$ cat src/ulmc_pkg.sv
// ulmc_pkg: constants, field layouts and carrier types of the serial
// line/mode configuration block.
// assumes a 32-bit avalon-mm slave port with byte addresses.
package ulmc_pkg;

	// register byte offsets; divisor bytes overlay when divisor access is on
	localparam logic [4:0] OFS_INTERNAL_MODE = 5'h00;
	localparam logic [4:0] OFS_LINE_CONFIGURE = 5'h04;
	localparam logic [4:0] OFS_TRANSMIT_MODE = 5'h08;
	localparam logic [4:0] OFS_STATUS = 5'h0C;
	localparam logic [4:0] OFS_CONTROL = 5'h10;
	localparam logic [4:0] OFS_GEN_A_DIVISOR_LOW = 5'h00;
	localparam logic [4:0] OFS_GEN_A_DIVISOR_HIGH = 5'h08;
	localparam logic [4:0] OFS_GEN_B_DIVISOR_LOW = 5'h0C;
	localparam logic [4:0] OFS_GEN_B_DIVISOR_HIGH = 5'h10;

	// internal_mode fields
	localparam int IMD_LOOP_ECHO_SELECT = 0;
	localparam int IMD_MULTIDROP_MODE = 1;
	localparam int IMD_RX_FIFO_DEPTH = 2;
	localparam int IMD_ACK_STYLE_SELECT = 3;
	localparam logic [7:0] IMD_WRITE_MASK = 8'h0F;
	localparam logic [7:0] IMD_RESET = 8'h0C;

	// line_configure fields
	localparam int LCR_CHAR_LENGTH_LOW = 0;
	localparam int LCR_CHAR_LENGTH_HIGH = 1;
	localparam int LCR_STOP_LENGTH_BIT_A = 2;
	localparam int LCR_PARITY_ENABLE = 3;
	localparam int LCR_PARITY_KIND_LOW = 4;
	localparam int LCR_PARITY_KIND_HIGH = 5;
	localparam int LCR_BREAK_FORCE = 6;
	localparam int LCR_DIVISOR_ACCESS = 7;
	localparam logic [7:0] LCR_WRITE_MASK = 8'hFF;
	localparam logic [7:0] LCR_RESET = 8'h00;

	// transmit_mode fields
	localparam int TMD_STOP_LENGTH_BIT_B = 0;
	localparam int TMD_STOP_LENGTH_BIT_C = 1;
	localparam int TMD_SOFTWARE_PARITY_FORCE = 2;
	localparam int TMD_FLOW_MODE_LOW = 3;
	localparam int TMD_FLOW_MODE_HIGH = 4;
	localparam int TMD_NINE_BIT_FLAG = 5;
	localparam int TMD_CONTROL_ECHO_DISABLE = 6;
	localparam int TMD_ERROR_ECHO_DISABLE = 7;
	localparam logic [7:0] TMD_WRITE_MASK = 8'hFF;
	localparam logic [7:0] TMD_RESET = 8'h00;

	// control register command bits (write only, read as zero)
	localparam int CTL_SOFT_RESET = 0;
	localparam int CTL_INT_CLEAR = 1;

	// interrupt output low time after acknowledge, and fixed limits
	localparam logic [1:0] INT_HOLD_CYCLES = 2'h2;
	localparam logic [3:0] RX_MIN_STOP_QUARTERS = 4'h3;
	localparam logic [2:0] RX_FIFO_DEPTH_FULL = 3'h4;
	localparam logic [2:0] RX_FIFO_DEPTH_SINGLE = 3'h1;

	typedef enum logic [2:0] {
		ULMC_PAR_NONE = 3'h0,
		ULMC_PAR_ODD = 3'h1,
		ULMC_PAR_EVEN = 3'h3,
		ULMC_PAR_HIGH = 3'h2,
		ULMC_PAR_LOW = 3'h6,
		ULMC_PAR_SOFT = 3'h7
	} ulmc_parity_type;

	typedef enum logic [1:0] {
		ULMC_FLOW_MANUAL = 2'h0,
		ULMC_FLOW_RESERVED = 2'h1,
		ULMC_FLOW_SEMI = 2'h2,
		ULMC_FLOW_AUTO = 2'h3
	} ulmc_flow_type;

	// configuration carried as one group
	typedef struct packed {
		logic [7:0]  internal_mode;
		logic [7:0]  line_configure;
		logic [7:0]  transmit_mode;
		logic [15:0] gen_a_divisor;
		logic [15:0] gen_b_divisor;
	} ulmc_cfg_type;

	// received character information from the receive path
	typedef struct packed {
		logic       valid;
		logic [7:0] data;
		logic       ninth;
		logic       error;
		logic       control;
	} ulmc_rx_char_type;

endpackage

$ cat src/ulmc_top.sv
// ulmc_top: configuration registers and mode decode of a serial controller.
// assumes one 100 mhz clock, an avalon-mm master and a serial engine
// that reports idle, characters and interrupt status.
//
// What this block does
// RULE_01: registers always readable, written only when idle; control register commands are taken while busy too
// RULE_02: hardware or software reset restores all defaults
// RULE_03: acknowledge style bit picks manual or automatic
// RULE_04: automatic: interrupt low two cycles upon service
// RULE_05: manual: clear command, low two cycles, until set
// RULE_06: depth bit gives four-byte or single-byte receive fifo
// RULE_07: multidrop bit enables nine-bit address recognition
// RULE_08: loop select set: local or remote loopback
// RULE_09: loop select clear: echo off or on
// RULE_10: divisor access redirects accesses to divisor bytes
// RULE_11: break bit holds transmit data low
// RULE_12: parity bits select none, odd, even, high, low, software
// RULE_13: software parity bit passes through the fifo ports; this block only flags software parity on o_sw_parity
// RULE_14: three stop bits give quarter-bit stop length
// RULE_15: receiver accepts three-quarter stop or longer
// RULE_16: nine-bit flag and length bits give character size
// RULE_17: error echo disable drops errored characters from echo
// RULE_18: control echo disable drops control/address characters
// RULE_19: flow mode 00 host-driven, 01 reserved
// RULE_20: flow mode 10 cts gating, rts while enabled
// RULE_21: flow mode 11 cts gating, rts while data pending
// RULE_22: eight-bit registers, reserved bits read zero
//
// Chosen here: the register addresses and register access over Avalon-MM.
`timescale 1ns/100ps
module ulmc_top #(
	parameter int         ADDR_W        = 5,
	parameter logic [15:0] GEN_A_DIV_RESET = 16'h0000,
	parameter logic [15:0] GEN_B_DIV_RESET = 16'h0000
) (
	input  wire logic                      i_clk,
	input  wire logic                      i_rst_n,
	input  wire logic [ADDR_W-1:0]         i_avs_address,
	input  wire logic                      i_avs_read,
	input  wire logic                      i_avs_write,
	input  wire logic [31:0]               i_avs_writedata,
	input  wire logic [3:0]                i_avs_byteenable,
	output logic      [31:0]               o_avs_readdata,
	output logic                           o_avs_waitrequest,
	input  wire logic                      i_device_idle,
	input  wire logic                      i_int_request,
	input  wire logic                      i_int_set_event,
	input  wire logic                      i_int_service,
	input  wire logic                      i_modem_loop_select,
	input  wire ulmc_pkg::ulmc_rx_char_type i_rx_char,
	input  wire logic [7:0]                i_station_address,
	input  wire logic                      i_tx_serial,
	input  wire logic                      i_tx_enable,
	input  wire logic                      i_tx_data_pending,
	input  wire logic                      i_cts_active,
	input  wire logic                      i_rts_manual,
	output ulmc_pkg::ulmc_cfg_type         o_cfg,
	output logic                           o_int,
	output logic                           o_txd,
	output logic                           o_rts,
	output logic                           o_tx_permit,
	output logic [2:0]                     o_rx_fifo_depth,
	output logic                           o_multidrop_mode,
	output logic                           o_address_char,
	output logic                           o_address_match,
	output logic                           o_local_loop,
	output logic                           o_remote_loop,
	output logic                           o_echo_char,
	output ulmc_pkg::ulmc_parity_type      o_parity_mode,
	output logic                           o_sw_parity,
	output logic [3:0]                     o_stop_quarters,
	output logic [3:0]                     o_rx_min_stop_quarters,
	output logic [3:0]                     o_char_bits
);

	// elaboration check: the register map needs five address bits
	generate
		if (ADDR_W < 5) begin : g_bad_addr
			$error("ulmc_top: ADDR_W must be at least 5");
		end
	endgenerate

	// whole state of the block
	typedef struct packed {
		ulmc_pkg::ulmc_cfg_type    cfg;
		logic                      waitrequest;
		logic [31:0]               readdata;
		logic                      write_refused;
		logic                      int_pending;
		logic [1:0]                int_hold;
		logic                      int_out;
		logic                      txd;
		logic                      rts;
		logic                      tx_permit;
		logic [2:0]                rx_fifo_depth;
		logic                      multidrop;
		logic                      address_char;
		logic                      address_match;
		logic                      local_loop;
		logic                      remote_loop;
		logic                      echo_char;
		ulmc_pkg::ulmc_parity_type parity_mode;
		logic                      sw_parity;
		logic [3:0]                stop_quarters;
		logic [3:0]                char_bits;
	} ulmc_state_type;

	ulmc_state_type state;
	ulmc_state_type next_state;

	// default configuration, shared by hardware and software reset
	function automatic ulmc_pkg::ulmc_cfg_type cfg_default();
		ulmc_pkg::ulmc_cfg_type c;
		c.internal_mode = ulmc_pkg::IMD_RESET;
		c.line_configure = ulmc_pkg::LCR_RESET;
		c.transmit_mode = ulmc_pkg::TMD_RESET;
		c.gen_a_divisor = GEN_A_DIV_RESET;
		c.gen_b_divisor = GEN_B_DIV_RESET;
		return c;
	endfunction

	localparam ulmc_state_type STATE_RESET = '{
		cfg: cfg_default(),
		waitrequest: 1'b1,
		readdata: 32'h0000_0000,
		write_refused: 1'b0,
		int_pending: 1'b0,
		int_hold: 2'h0,
		int_out: 1'b0,
		txd: 1'b1,
		rts: 1'b0,
		tx_permit: 1'b0,
		rx_fifo_depth: ulmc_pkg::RX_FIFO_DEPTH_SINGLE,
		multidrop: 1'b0,
		address_char: 1'b0,
		address_match: 1'b0,
		local_loop: 1'b0,
		remote_loop: 1'b0,
		echo_char: 1'b0,
		parity_mode: ulmc_pkg::ULMC_PAR_NONE,
		sw_parity: 1'b0,
		stop_quarters: 4'h4,
		char_bits: 4'h5
	};

	// register read mux, divisor overlay depends on divisor access
	function automatic logic [31:0] read_value(input ulmc_state_type s,
			input logic [4:0] a, input logic busy_int);
		logic [31:0] v;
		v = 32'h0000_0000;
		if (s.cfg.line_configure[ulmc_pkg::LCR_DIVISOR_ACCESS]) begin // RULE_10
			case (a)
				ulmc_pkg::OFS_GEN_A_DIVISOR_LOW:  v[7:0] = s.cfg.gen_a_divisor[7:0];
				ulmc_pkg::OFS_GEN_A_DIVISOR_HIGH: v[7:0] = s.cfg.gen_a_divisor[15:8];
				ulmc_pkg::OFS_GEN_B_DIVISOR_LOW:  v[7:0] = s.cfg.gen_b_divisor[7:0];
				ulmc_pkg::OFS_GEN_B_DIVISOR_HIGH: v[7:0] = s.cfg.gen_b_divisor[15:8];
				ulmc_pkg::OFS_LINE_CONFIGURE:     v[7:0] = s.cfg.line_configure;
				default:                          v = 32'h0000_0000;
			endcase
		end else begin
			case (a)
				ulmc_pkg::OFS_INTERNAL_MODE:  v[7:0] = s.cfg.internal_mode; // RULE_22
				ulmc_pkg::OFS_LINE_CONFIGURE: v[7:0] = s.cfg.line_configure;
				ulmc_pkg::OFS_TRANSMIT_MODE:  v[7:0] = s.cfg.transmit_mode;
				ulmc_pkg::OFS_STATUS:         v[3:0] = {s.write_refused, s.int_pending,
					busy_int, i_device_idle};
				default:                      v = 32'h0000_0000;
			endcase
		end
		return v;
	endfunction

	logic [4:0] addr;
	assign addr = i_avs_address[4:0];

	// next-state logic: bus slave, register writes, and line/mode decode
	always_comb begin
		ulmc_pkg::ulmc_cfg_type c;
		logic                   wr_take;
		logic                   lane0;
		logic                   divisor_access;
		logic [7:0]             wd;
		logic                   int_clear;
		logic                   soft_reset;
		logic [2:0]             pm;
		logic [2:0]             sbl;
		logic                   echo_on;
		logic                   int_src;
		c = state.cfg;
		next_state = state;
		wr_take = i_avs_write && !state.waitrequest;
		lane0 = i_avs_byteenable[0];
		divisor_access = state.cfg.line_configure[ulmc_pkg::LCR_DIVISOR_ACCESS];
		wd = i_avs_writedata[7:0];
		int_clear = 1'b0;
		soft_reset = 1'b0;
		pm = 3'h0;
		sbl = 3'h0;
		echo_on = 1'b0;
		int_src = 1'b0;

		// bus handshake: one wait cycle, then the request is taken
		if ((i_avs_read || i_avs_write) && state.waitrequest) begin
			next_state.waitrequest = 1'b0;
			next_state.readdata = read_value(state, addr, state.int_out); // RULE_01
		end else begin
			next_state.waitrequest = 1'b1;
		end

		// register writes other than control, refused while the line is busy
		if (wr_take && lane0) begin
			if (!divisor_access && addr == ulmc_pkg::OFS_CONTROL) begin
				soft_reset = wd[ulmc_pkg::CTL_SOFT_RESET];
				int_clear = wd[ulmc_pkg::CTL_INT_CLEAR];
			end else if (addr <= ulmc_pkg::OFS_GEN_B_DIVISOR_HIGH
					&& !(!divisor_access && addr == ulmc_pkg::OFS_STATUS)) begin
				next_state.write_refused = !i_device_idle; // RULE_01
				if (i_device_idle) begin
					case (addr)
						ulmc_pkg::OFS_LINE_CONFIGURE:
							c.line_configure = wd & ulmc_pkg::LCR_WRITE_MASK;
						ulmc_pkg::OFS_INTERNAL_MODE: begin
							if (divisor_access) begin
								c.gen_a_divisor[7:0] = wd; // RULE_10
							end else begin
								c.internal_mode = wd & ulmc_pkg::IMD_WRITE_MASK; // RULE_22
							end
						end
						ulmc_pkg::OFS_TRANSMIT_MODE: begin
							if (divisor_access) begin
								c.gen_a_divisor[15:8] = wd; // RULE_10
							end else begin
								c.transmit_mode = wd & ulmc_pkg::TMD_WRITE_MASK;
							end
						end
						ulmc_pkg::OFS_GEN_B_DIVISOR_LOW: c.gen_b_divisor[7:0] = wd;
						ulmc_pkg::OFS_GEN_B_DIVISOR_HIGH: c.gen_b_divisor[15:8] = wd;
						default: c = state.cfg;
					endcase
				end
			end
		end
		if (soft_reset) begin
			c = cfg_default(); // RULE_02
			next_state.write_refused = 1'b0;
		end
		next_state.cfg = c;

		// interrupt acknowledge: hold low two cycles, then follow the source
		if (state.cfg.internal_mode[ulmc_pkg::IMD_ACK_STYLE_SELECT]) begin // RULE_03
			next_state.int_pending = 1'b0;
			int_src = i_int_request;
			if (i_int_service) begin
				next_state.int_hold = ulmc_pkg::INT_HOLD_CYCLES; // RULE_04
			end else if (state.int_hold != 2'h0) begin
				next_state.int_hold = state.int_hold - 2'h1;
			end
		end else begin
			// a set event in the clearing cycle survives the clear
			next_state.int_pending = i_int_set_event || (state.int_pending && !int_clear);
			int_src = state.int_pending;
			if (int_clear) begin
				next_state.int_hold = ulmc_pkg::INT_HOLD_CYCLES; // RULE_05
			end else if (state.int_hold != 2'h0) begin
				next_state.int_hold = state.int_hold - 2'h1;
			end
		end
		next_state.int_out = int_src && (next_state.int_hold == 2'h0); // RULE_05

		// break forces the transmit line low over any serial activity
		next_state.txd = c.line_configure[ulmc_pkg::LCR_BREAK_FORCE]
			? 1'b0 : i_tx_serial; // RULE_11

		// rts/cts flow control per transmit mode
		case (ulmc_pkg::ulmc_flow_type'(c.transmit_mode[ulmc_pkg::TMD_FLOW_MODE_HIGH:
				ulmc_pkg::TMD_FLOW_MODE_LOW]))
			ulmc_pkg::ULMC_FLOW_SEMI: begin
				next_state.tx_permit = i_tx_enable && i_cts_active; // RULE_20
				next_state.rts = i_tx_enable;
			end
			ulmc_pkg::ULMC_FLOW_AUTO: begin
				next_state.tx_permit = i_tx_enable && i_cts_active; // RULE_21
				next_state.rts = i_tx_enable && i_tx_data_pending;
			end
			default: begin
				next_state.tx_permit = i_tx_enable; // RULE_19
				next_state.rts = i_rts_manual;
			end
		endcase

		// receive fifo depth and multidrop address recognition
		next_state.rx_fifo_depth = c.internal_mode[ulmc_pkg::IMD_RX_FIFO_DEPTH]
			? ulmc_pkg::RX_FIFO_DEPTH_SINGLE : ulmc_pkg::RX_FIFO_DEPTH_FULL; // RULE_06
		next_state.multidrop = c.internal_mode[ulmc_pkg::IMD_MULTIDROP_MODE];
		next_state.address_char = next_state.multidrop && i_rx_char.valid
			&& i_rx_char.ninth; // RULE_07
		next_state.address_match = next_state.address_char
			&& (i_rx_char.data == i_station_address); // RULE_07

		// loopback versus echo selection and echo filtering
		next_state.local_loop = i_modem_loop_select
			&& !c.internal_mode[ulmc_pkg::IMD_LOOP_ECHO_SELECT]; // RULE_08
		next_state.remote_loop = i_modem_loop_select
			&& c.internal_mode[ulmc_pkg::IMD_LOOP_ECHO_SELECT]; // RULE_08
		echo_on = !i_modem_loop_select
			&& c.internal_mode[ulmc_pkg::IMD_LOOP_ECHO_SELECT]; // RULE_09
		next_state.echo_char = echo_on && i_rx_char.valid
			&& !(c.transmit_mode[ulmc_pkg::TMD_ERROR_ECHO_DISABLE]
				&& i_rx_char.error) // RULE_17
			&& !(c.transmit_mode[ulmc_pkg::TMD_CONTROL_ECHO_DISABLE]
				&& (i_rx_char.control || (next_state.multidrop && i_rx_char.ninth))); // RULE_18

		// parity mode; combinations outside the table give no parity
		pm = {c.line_configure[ulmc_pkg::LCR_PARITY_KIND_HIGH],
			c.line_configure[ulmc_pkg::LCR_PARITY_KIND_LOW],
			c.line_configure[ulmc_pkg::LCR_PARITY_ENABLE]};
		case ({c.transmit_mode[ulmc_pkg::TMD_SOFTWARE_PARITY_FORCE], pm})
			4'h1:    next_state.parity_mode = ulmc_pkg::ULMC_PAR_ODD; // RULE_12
			4'h3:    next_state.parity_mode = ulmc_pkg::ULMC_PAR_EVEN;
			4'h5:    next_state.parity_mode = ulmc_pkg::ULMC_PAR_HIGH;
			4'h7:    next_state.parity_mode = ulmc_pkg::ULMC_PAR_LOW;
			4'h9:    next_state.parity_mode = ulmc_pkg::ULMC_PAR_SOFT;
			default: next_state.parity_mode = ulmc_pkg::ULMC_PAR_NONE;
		endcase
		next_state.sw_parity = (next_state.parity_mode == ulmc_pkg::ULMC_PAR_SOFT); // RULE_13

		// character length: 5 to 8 bits, or 9 with the nine-bit flag
		if (c.transmit_mode[ulmc_pkg::TMD_NINE_BIT_FLAG]) begin
			next_state.char_bits = 4'h9; // RULE_16
		end else begin
			next_state.char_bits = 4'h5 + {2'h0, c.line_configure[ulmc_pkg::LCR_CHAR_LENGTH_HIGH],
				c.line_configure[ulmc_pkg::LCR_CHAR_LENGTH_LOW]}; // RULE_16
		end

		// transmitted stop length in quarter bits
		sbl = {c.transmit_mode[ulmc_pkg::TMD_STOP_LENGTH_BIT_C],
			c.transmit_mode[ulmc_pkg::TMD_STOP_LENGTH_BIT_B],
			c.line_configure[ulmc_pkg::LCR_STOP_LENGTH_BIT_A]};
		case (sbl)
			3'h0:    next_state.stop_quarters = 4'h4;
			3'h1:    next_state.stop_quarters = (next_state.char_bits == 4'h5)
				? 4'h6 : 4'h8; // RULE_14
			3'h2:    next_state.stop_quarters = 4'h3;
			3'h3:    next_state.stop_quarters = 4'h4;
			3'h4:    next_state.stop_quarters = 4'h5;
			3'h5:    next_state.stop_quarters = 4'h6;
			3'h6:    next_state.stop_quarters = 4'h7;
			default: next_state.stop_quarters = 4'h8;
		endcase
	end

	// single state register
	always_ff @(posedge i_clk or negedge i_rst_n) begin
		if (!i_rst_n) begin
			state <= STATE_RESET; // RULE_02
		end else begin
			state <= next_state;
		end
	end

	// outputs straight from the state register; the minimum receive stop length is a constant
	assign o_avs_readdata = state.readdata;
	assign o_avs_waitrequest = state.waitrequest;
	assign o_cfg = state.cfg;
	assign o_int = state.int_out;
	assign o_txd = state.txd;
	assign o_rts = state.rts;
	assign o_tx_permit = state.tx_permit;
	assign o_rx_fifo_depth = state.rx_fifo_depth;
	assign o_multidrop_mode = state.multidrop;
	assign o_address_char = state.address_char;
	assign o_address_match = state.address_match;
	assign o_local_loop = state.local_loop;
	assign o_remote_loop = state.remote_loop;
	assign o_echo_char = state.echo_char;
	assign o_parity_mode = state.parity_mode;
	assign o_sw_parity = state.sw_parity;
	assign o_stop_quarters = state.stop_quarters;
	assign o_rx_min_stop_quarters = ulmc_pkg::RX_MIN_STOP_QUARTERS; // RULE_15
	assign o_char_bits = state.char_bits;

endmodule // ulmc_top

$ cat config.mk
export PLATFORM = sky130hd
export DESIGN_NAME = ulmc_top
export DESIGN_NICKNAME = d
export VERILOG_FILES = /design/src/ulmc_pkg.sv /design/src/ulmc_top.sv
export SDC_FILE = /design/constraint.sdc
export NUM_CORES = 1
export LEC_CHECK = 0
export BUFFER_PORTS_ARGS = -buffer_cell sky130_fd_sc_hd__buf_2
export CORE_ASPECT_RATIO = 1.5
export CORE_UTILIZATION = 40
export CTS_CLUSTER_DIAMETER = 100
export DETAILED_ROUTE_END_ITERATION = 7
export GPL_TIMING_DRIVEN = 0
export PLACE_DENSITY = 0.7
export SLEW_MARGIN = 0
export SYNTH_ARGS = -nofsm -noshare
export SYNTH_HDL_FRONTEND = slang
export SYNTH_SLANG_ARGS = --single-unit
$ cat constraint.sdc
create_clock -name i_clk -period 2.85 [get_ports i_clk]
set_input_delay 0.285 -clock i_clk [delete_from_list [all_inputs] [get_ports i_clk]]
set_output_delay 0.285 -clock i_clk [all_outputs]
set_load 0.05 [all_outputs]
=== Word-level counts from Yosys, hierarchy flattened ===
Cells that the tools add are included.

* Register bits: 118
* Bits of input ports: 75
* Output and inout port bits: 118

* Add/sub/neg operators: 2
* $lt $le $gt $ge: 1
* Equal/unequal tests: 22
* Mux-type cells: 39
* Reductions and logical operators: 55

{| class="wikitable"
|+ Operators by type and width
! cell !! number
|-
| 56-bit 2-to-1 mux || 5
|-
| 8-bit 2-to-1 mux || 9
|-
| 8-bit one-hot mux with 5 select lines || 1
|-
| 4-bit one-hot mux with 6 select lines || 1
|-
| 1-bit logical AND || 22
|-
| 2-bit nonzero test || 10
|-
| 6-bit AND reduction || 3
|-
| 16-bit 2-to-1 mux || 1
|-
| 4-bit one-hot mux with 4 select lines || 1
|-
| 3-bit one-hot mux with 5 select lines || 1
|-
| 5-bit AND reduction || 3
|-
| 3-bit equality test (second input constant) || 4
|-
| 4-bit by 3-bit equality test with 1-bit output (second input constant) || 3
|-
| 4-bit one-hot mux with 3 select lines || 1
|-
| 1-bit 2-to-1 mux || 11
|-
| 5-bit by 4-bit equality test with 1-bit output (second input constant) || 2
|-
| 1-bit zero test || 9
|-
| 8-bit equality test || 1
|-
| 4-bit 2-to-1 mux || 2
|-
| 3-bit by 2-bit equality test with 1-bit output (second input constant) || 2
|-
| 2-bit 2-to-1 mux || 3
|-
| 3-bit 2-to-1 mux || 2
|-
| 5-bit by 3-bit equality test with 1-bit output (second input constant) || 1
|-
| 5-bit equality test (second input constant) || 1
|-
| other kinds (16) || 20
|}

=== Longest topological paths before layout ===
* Depth in word-level cells: 13
* Gate-level depth with buffers: 11
* Gate-level depth less buffers: 8

=== Least setup slack after synthesis ===
OpenSTA, ideal clock, no wires.

* Kind: register to register
* From: register state, in the netlist o_cfg[47]
* To: register state, in the netlist o_stop_quarters[2]
* Setup time: 78 ps
* Arrival: 2614 ps
* Required time: 2772 ps
* Setup slack: 158 ps
* Cell stages (with the launch flop): 12
* Path buffers: 4
* Clock period less this slack: 2692 ps
* Cell sequence: dfrtp_1 > buf_2 > nor4b_1 > and4_1 > buf_2 > buf_2 > buf_2 > nor2_1 > ha_1 > o41ai_2 > a21boi_1 > a41oi_2

{| class="wikitable"
|+ RTL lines
! what !! line !! text
|-
| start: declaration || ulmc_top.sv:108 || <nowiki>ulmc_state_type state;</nowiki>
|-
| start signal: assignment || ulmc_top.sv:357 || <nowiki>state <= next_state;</nowiki>
|}

==> results.sh <==
export IMPL_h_tree_depth=3
export IMPL_clk_pin_slew_worst_paths_ps=60
export IMPL_fillCellCount=1123
export IMPL_drtIter0Drc=355
export IMPL_synth_edf_count=0
export IMPL_synthDominantCellAreaShare_pct=40.0
export IMPL_ys_types=58
export IMPL_hold_violations=0
export IMPL_fin_nets=746
export IMPL_synthTopCellsByArea="dfrtp_1, buf_4, mux2i_1"
export IMPL_wire_per_inst_um=16.7
export IMPL_fin_skew_ps=6.98
export IMPL_vdd_drop_max_uv=368
export IMPL_critPathMaxFanout=10
export IMPL_ys_flop_type="dfrtp_1"
export IMPL_power_density_nw_per_um2=489
export IMPL_whs_ps=132
export IMPL_first_pass_iters=6
export IMPL_die_x_um=93.3
export IMPL_r2r_setup_slack_ps=160
export IMPL_core_region_area_um2=12100
export IMPL_grt_pass1_wl_mm=21.8
export IMPL_worstPathRequired_ps=3110
export IMPL_clock_sinks=87
export IMPL_synth_largest_area_cell="dfrtp_1"
export IMPL_final_cell_mix="buf_2, buf_4, dfrtp_1"
export IMPL_synthCells=498
export IMPL_path_class="flip-flop to flip-flop"
export IMPL_pin_count=193
export IMPL_clkLatencyLatePin_ps=340
export IMPL_slowest_stage="dfrtp_2"
export IMPL_synth_avg_cell_area_um2=10.0
export IMPL_period_minus_slack_ps=2690
export IMPL_antenna_found_initial=0
export IMPL_power_leakage_nw=3.50
export IMPL_max_stage_delay_ps=440
export IMPL_crit_path_end_kind="flip-flop"
export IMPL_status="complete, no violations"
export IMPL_die_h_um=139
export IMPL_area_delta_synth_final_pct=26.5
export IMPL_ant_nets=0
export IMPL_postCtsSetupBuffers=0
export IMPL_seq_area_frac_synth_pct=43.7
export IMPL_critPathArrivalTime_ps=2950
export IMPL_final_area_um2=6330
export IMPL_multi_input_comb_area_um2=2030
export IMPL_viasPerCell=5.06
export IMPL_first_global_vias=4136
export IMPL_drt_total_wl_mm=13.8
export IMPL_initial_core_util_pct=41.4
export IMPL_drc=0
export IMPL_worst_pin_slew_ps=722
export IMPL_drv_slew=0
export IMPL_placed_area_um2=5980
export IMPL_grt_setup_unrepaired="no"
export IMPL_top_layer="met4"
export IMPL_cts_tree="built"
export IMPL_finalCritPeriodShare_pct=94.4
export IMPL_layout_commonest_cell="buf_2"
export IMPL_dieArea_um2=13000
export IMPL_clock_path_buffers=2
export IMPL_place_congestion=0.887
export IMPL_track_usage_pct=22.0
export IMPL_num_rows=49
export IMPL_dp_hpwl_mm=10.5
export IMPL_clockRootBuffer="clkbuf_16"
export IMPL_ys_seq_elements=87
export IMPL_layout_drive_gt1_share_pct=43.7
export IMPL_cts_made_buffers=9
export IMPL_diodes=0
export IMPL_numPortBuffers=128
export IMPL_path_cells="buf_6 -> nor4b_4 -> and4_4 -> buf_6 -> buf_6 -> buf_8 -> nor2_1 -> ha_2 -> o41ai_2 -> a21boi_2 -> a41oi_2"
export IMPL_wl_met3_um=909
export IMPL_dr_total_vias=4190
export IMPL_syn_area_um2=5000
export IMPL_drv_cap=0
export IMPL_postSynth_asyncResetShare_pct=100
export IMPL_relSlewSlack_pct=51.6
export IMPL_crit_top_cell="buf_6"
export IMPL_fmax_mhz=372
export IMPL_yosys_warnings=0
export IMPL_grt_max_degree=52
export IMPL_ff_latch_area_um2=2190
export IMPL_met2_wirelength_mm=7.12
export IMPL_met1Wirelength_mm=5.17
export IMPL_setup_viol=0
export IMPL_gr_total_overflow=0
export IMPL_start_kind="flip-flop"
export IMPL_hp_class="input port to flip-flop"
power by group:
group	internal (mW)	switching, mW	leakage, nW
registers	1.29	0.0462	1.16
clock network	0.636	0.471	0.136
logic	0.207	0.442	2.20
state kept, by name, summed over array words and instances (netlist names):
register / flops
state: 4
o_local_loop: 1
o_address_char: 1
o_char_bits: 4
o_address_match: 1
o_rx_fifo_depth: 2
o_avs_waitrequest: 1
o_sw_parity: 1
o_tx_permit: 1
o_txd: 1
o_rts: 1
o_echo_char: 1
o_int: 1
o_stop_quarters: 4
o_parity_mode: 3
o_cfg: 51
o_remote_loop: 1
o_avs_readdata: 8
metrics by stage:
stage | total power, mW | std cells | TNS [ps] | setup WS [ps] | util, %
2_1_floorplan | 1.83 | 529 | 0 | 158 | -
3_3_place_gp | 1.99 | 810 | -1790 | -569 | 49.3
3_5_place_dp | 2.00 | 811 | -1970 | -591 | 49.5
4_1_cts | 3.11 | 828 | 0 | 20.0 | 52.3
5_1_grt | 3.19 | 828 | 0 | 0.126 | 52.4
6_report | 3.09 | 828 | 0 | 158 | 52.4
synth_stat cells (9+ instances only):
cell type,instances
a21oi_1,11
a222oi_1,11
a22o_1,9
and2_1,9
buf_2,10
buf_4,107
clkbuf_1,10
dfrtp_1,80
mux2_2,11
mux2i_1,40
nand2_1,27
nor2_1,57
o21ai_0,14
area by class of cell:
type                       instances  share of cell area [%]
multi-input combinational        307                    32.1
clock inverter                     3                   0.277
inverter                           4                   0.237
sequential                        87                    34.5
clock buffer                      13                    4.11
tap                              153                    3.02
buffer                           131                    15.0
timing repair buffer             130                    10.8
cells by family (layout without fill, tap and decap cells):
family	Yosys count	in the layout	synth area share, %
simple gates	139	139	13.9
buf+inv	135	281	18.7
flops	87	87	43.7
compound gates	74	74	11.1
mux	52	52	10.8
xor+xnor	8	8	1.40
other cells	2	33	0.150
fa+ha+maj	1	1	0.250
worst paths after layout:
path	from	to	depth (start not counted)
max reg2reg	o_cfg[47]	o_stop_quarters[2]	11
max in group asynchronous	i_rst_n	o_stop_quarters[2]	3
min in group asynchronous	i_rst_n	o_cfg[6]	2
max	o_cfg[47]	o_stop_quarters[2]	11
min	i_rx_char[1]	o_echo_char	2
min reg2reg	o_avs_readdata[3]	o_avs_readdata[3]	2
metal layers:
layer,up-vias,GRT usage (%)
met5,-,0
met4,0,12.1
li1,1942,-
met2,205,37.3
met3,36,3.29
met1,2007,26.2
worst max-delay path, delay by kind of cell (launching register included):
family / cells / cell delay, ps
AO/OA/AOI/OAI: 3 / 660
AND/OR/NAND/NOR: 3 / 650
buffers and inverters: 4 / 640
flip-flops: 1 / 440
adder cells (fa/ha/maj): 1 / 200
what timing repair did:
item | CTS | global route
endpoints found under the setup margin | 5 | 2
gates resized for setup | 14 | 3
hold buffers | 1 | 0
hold endpoints to repair | 33 | 0
pin swaps | 2 | 2
No activity file was read; power rests on OpenSTA's default activity.
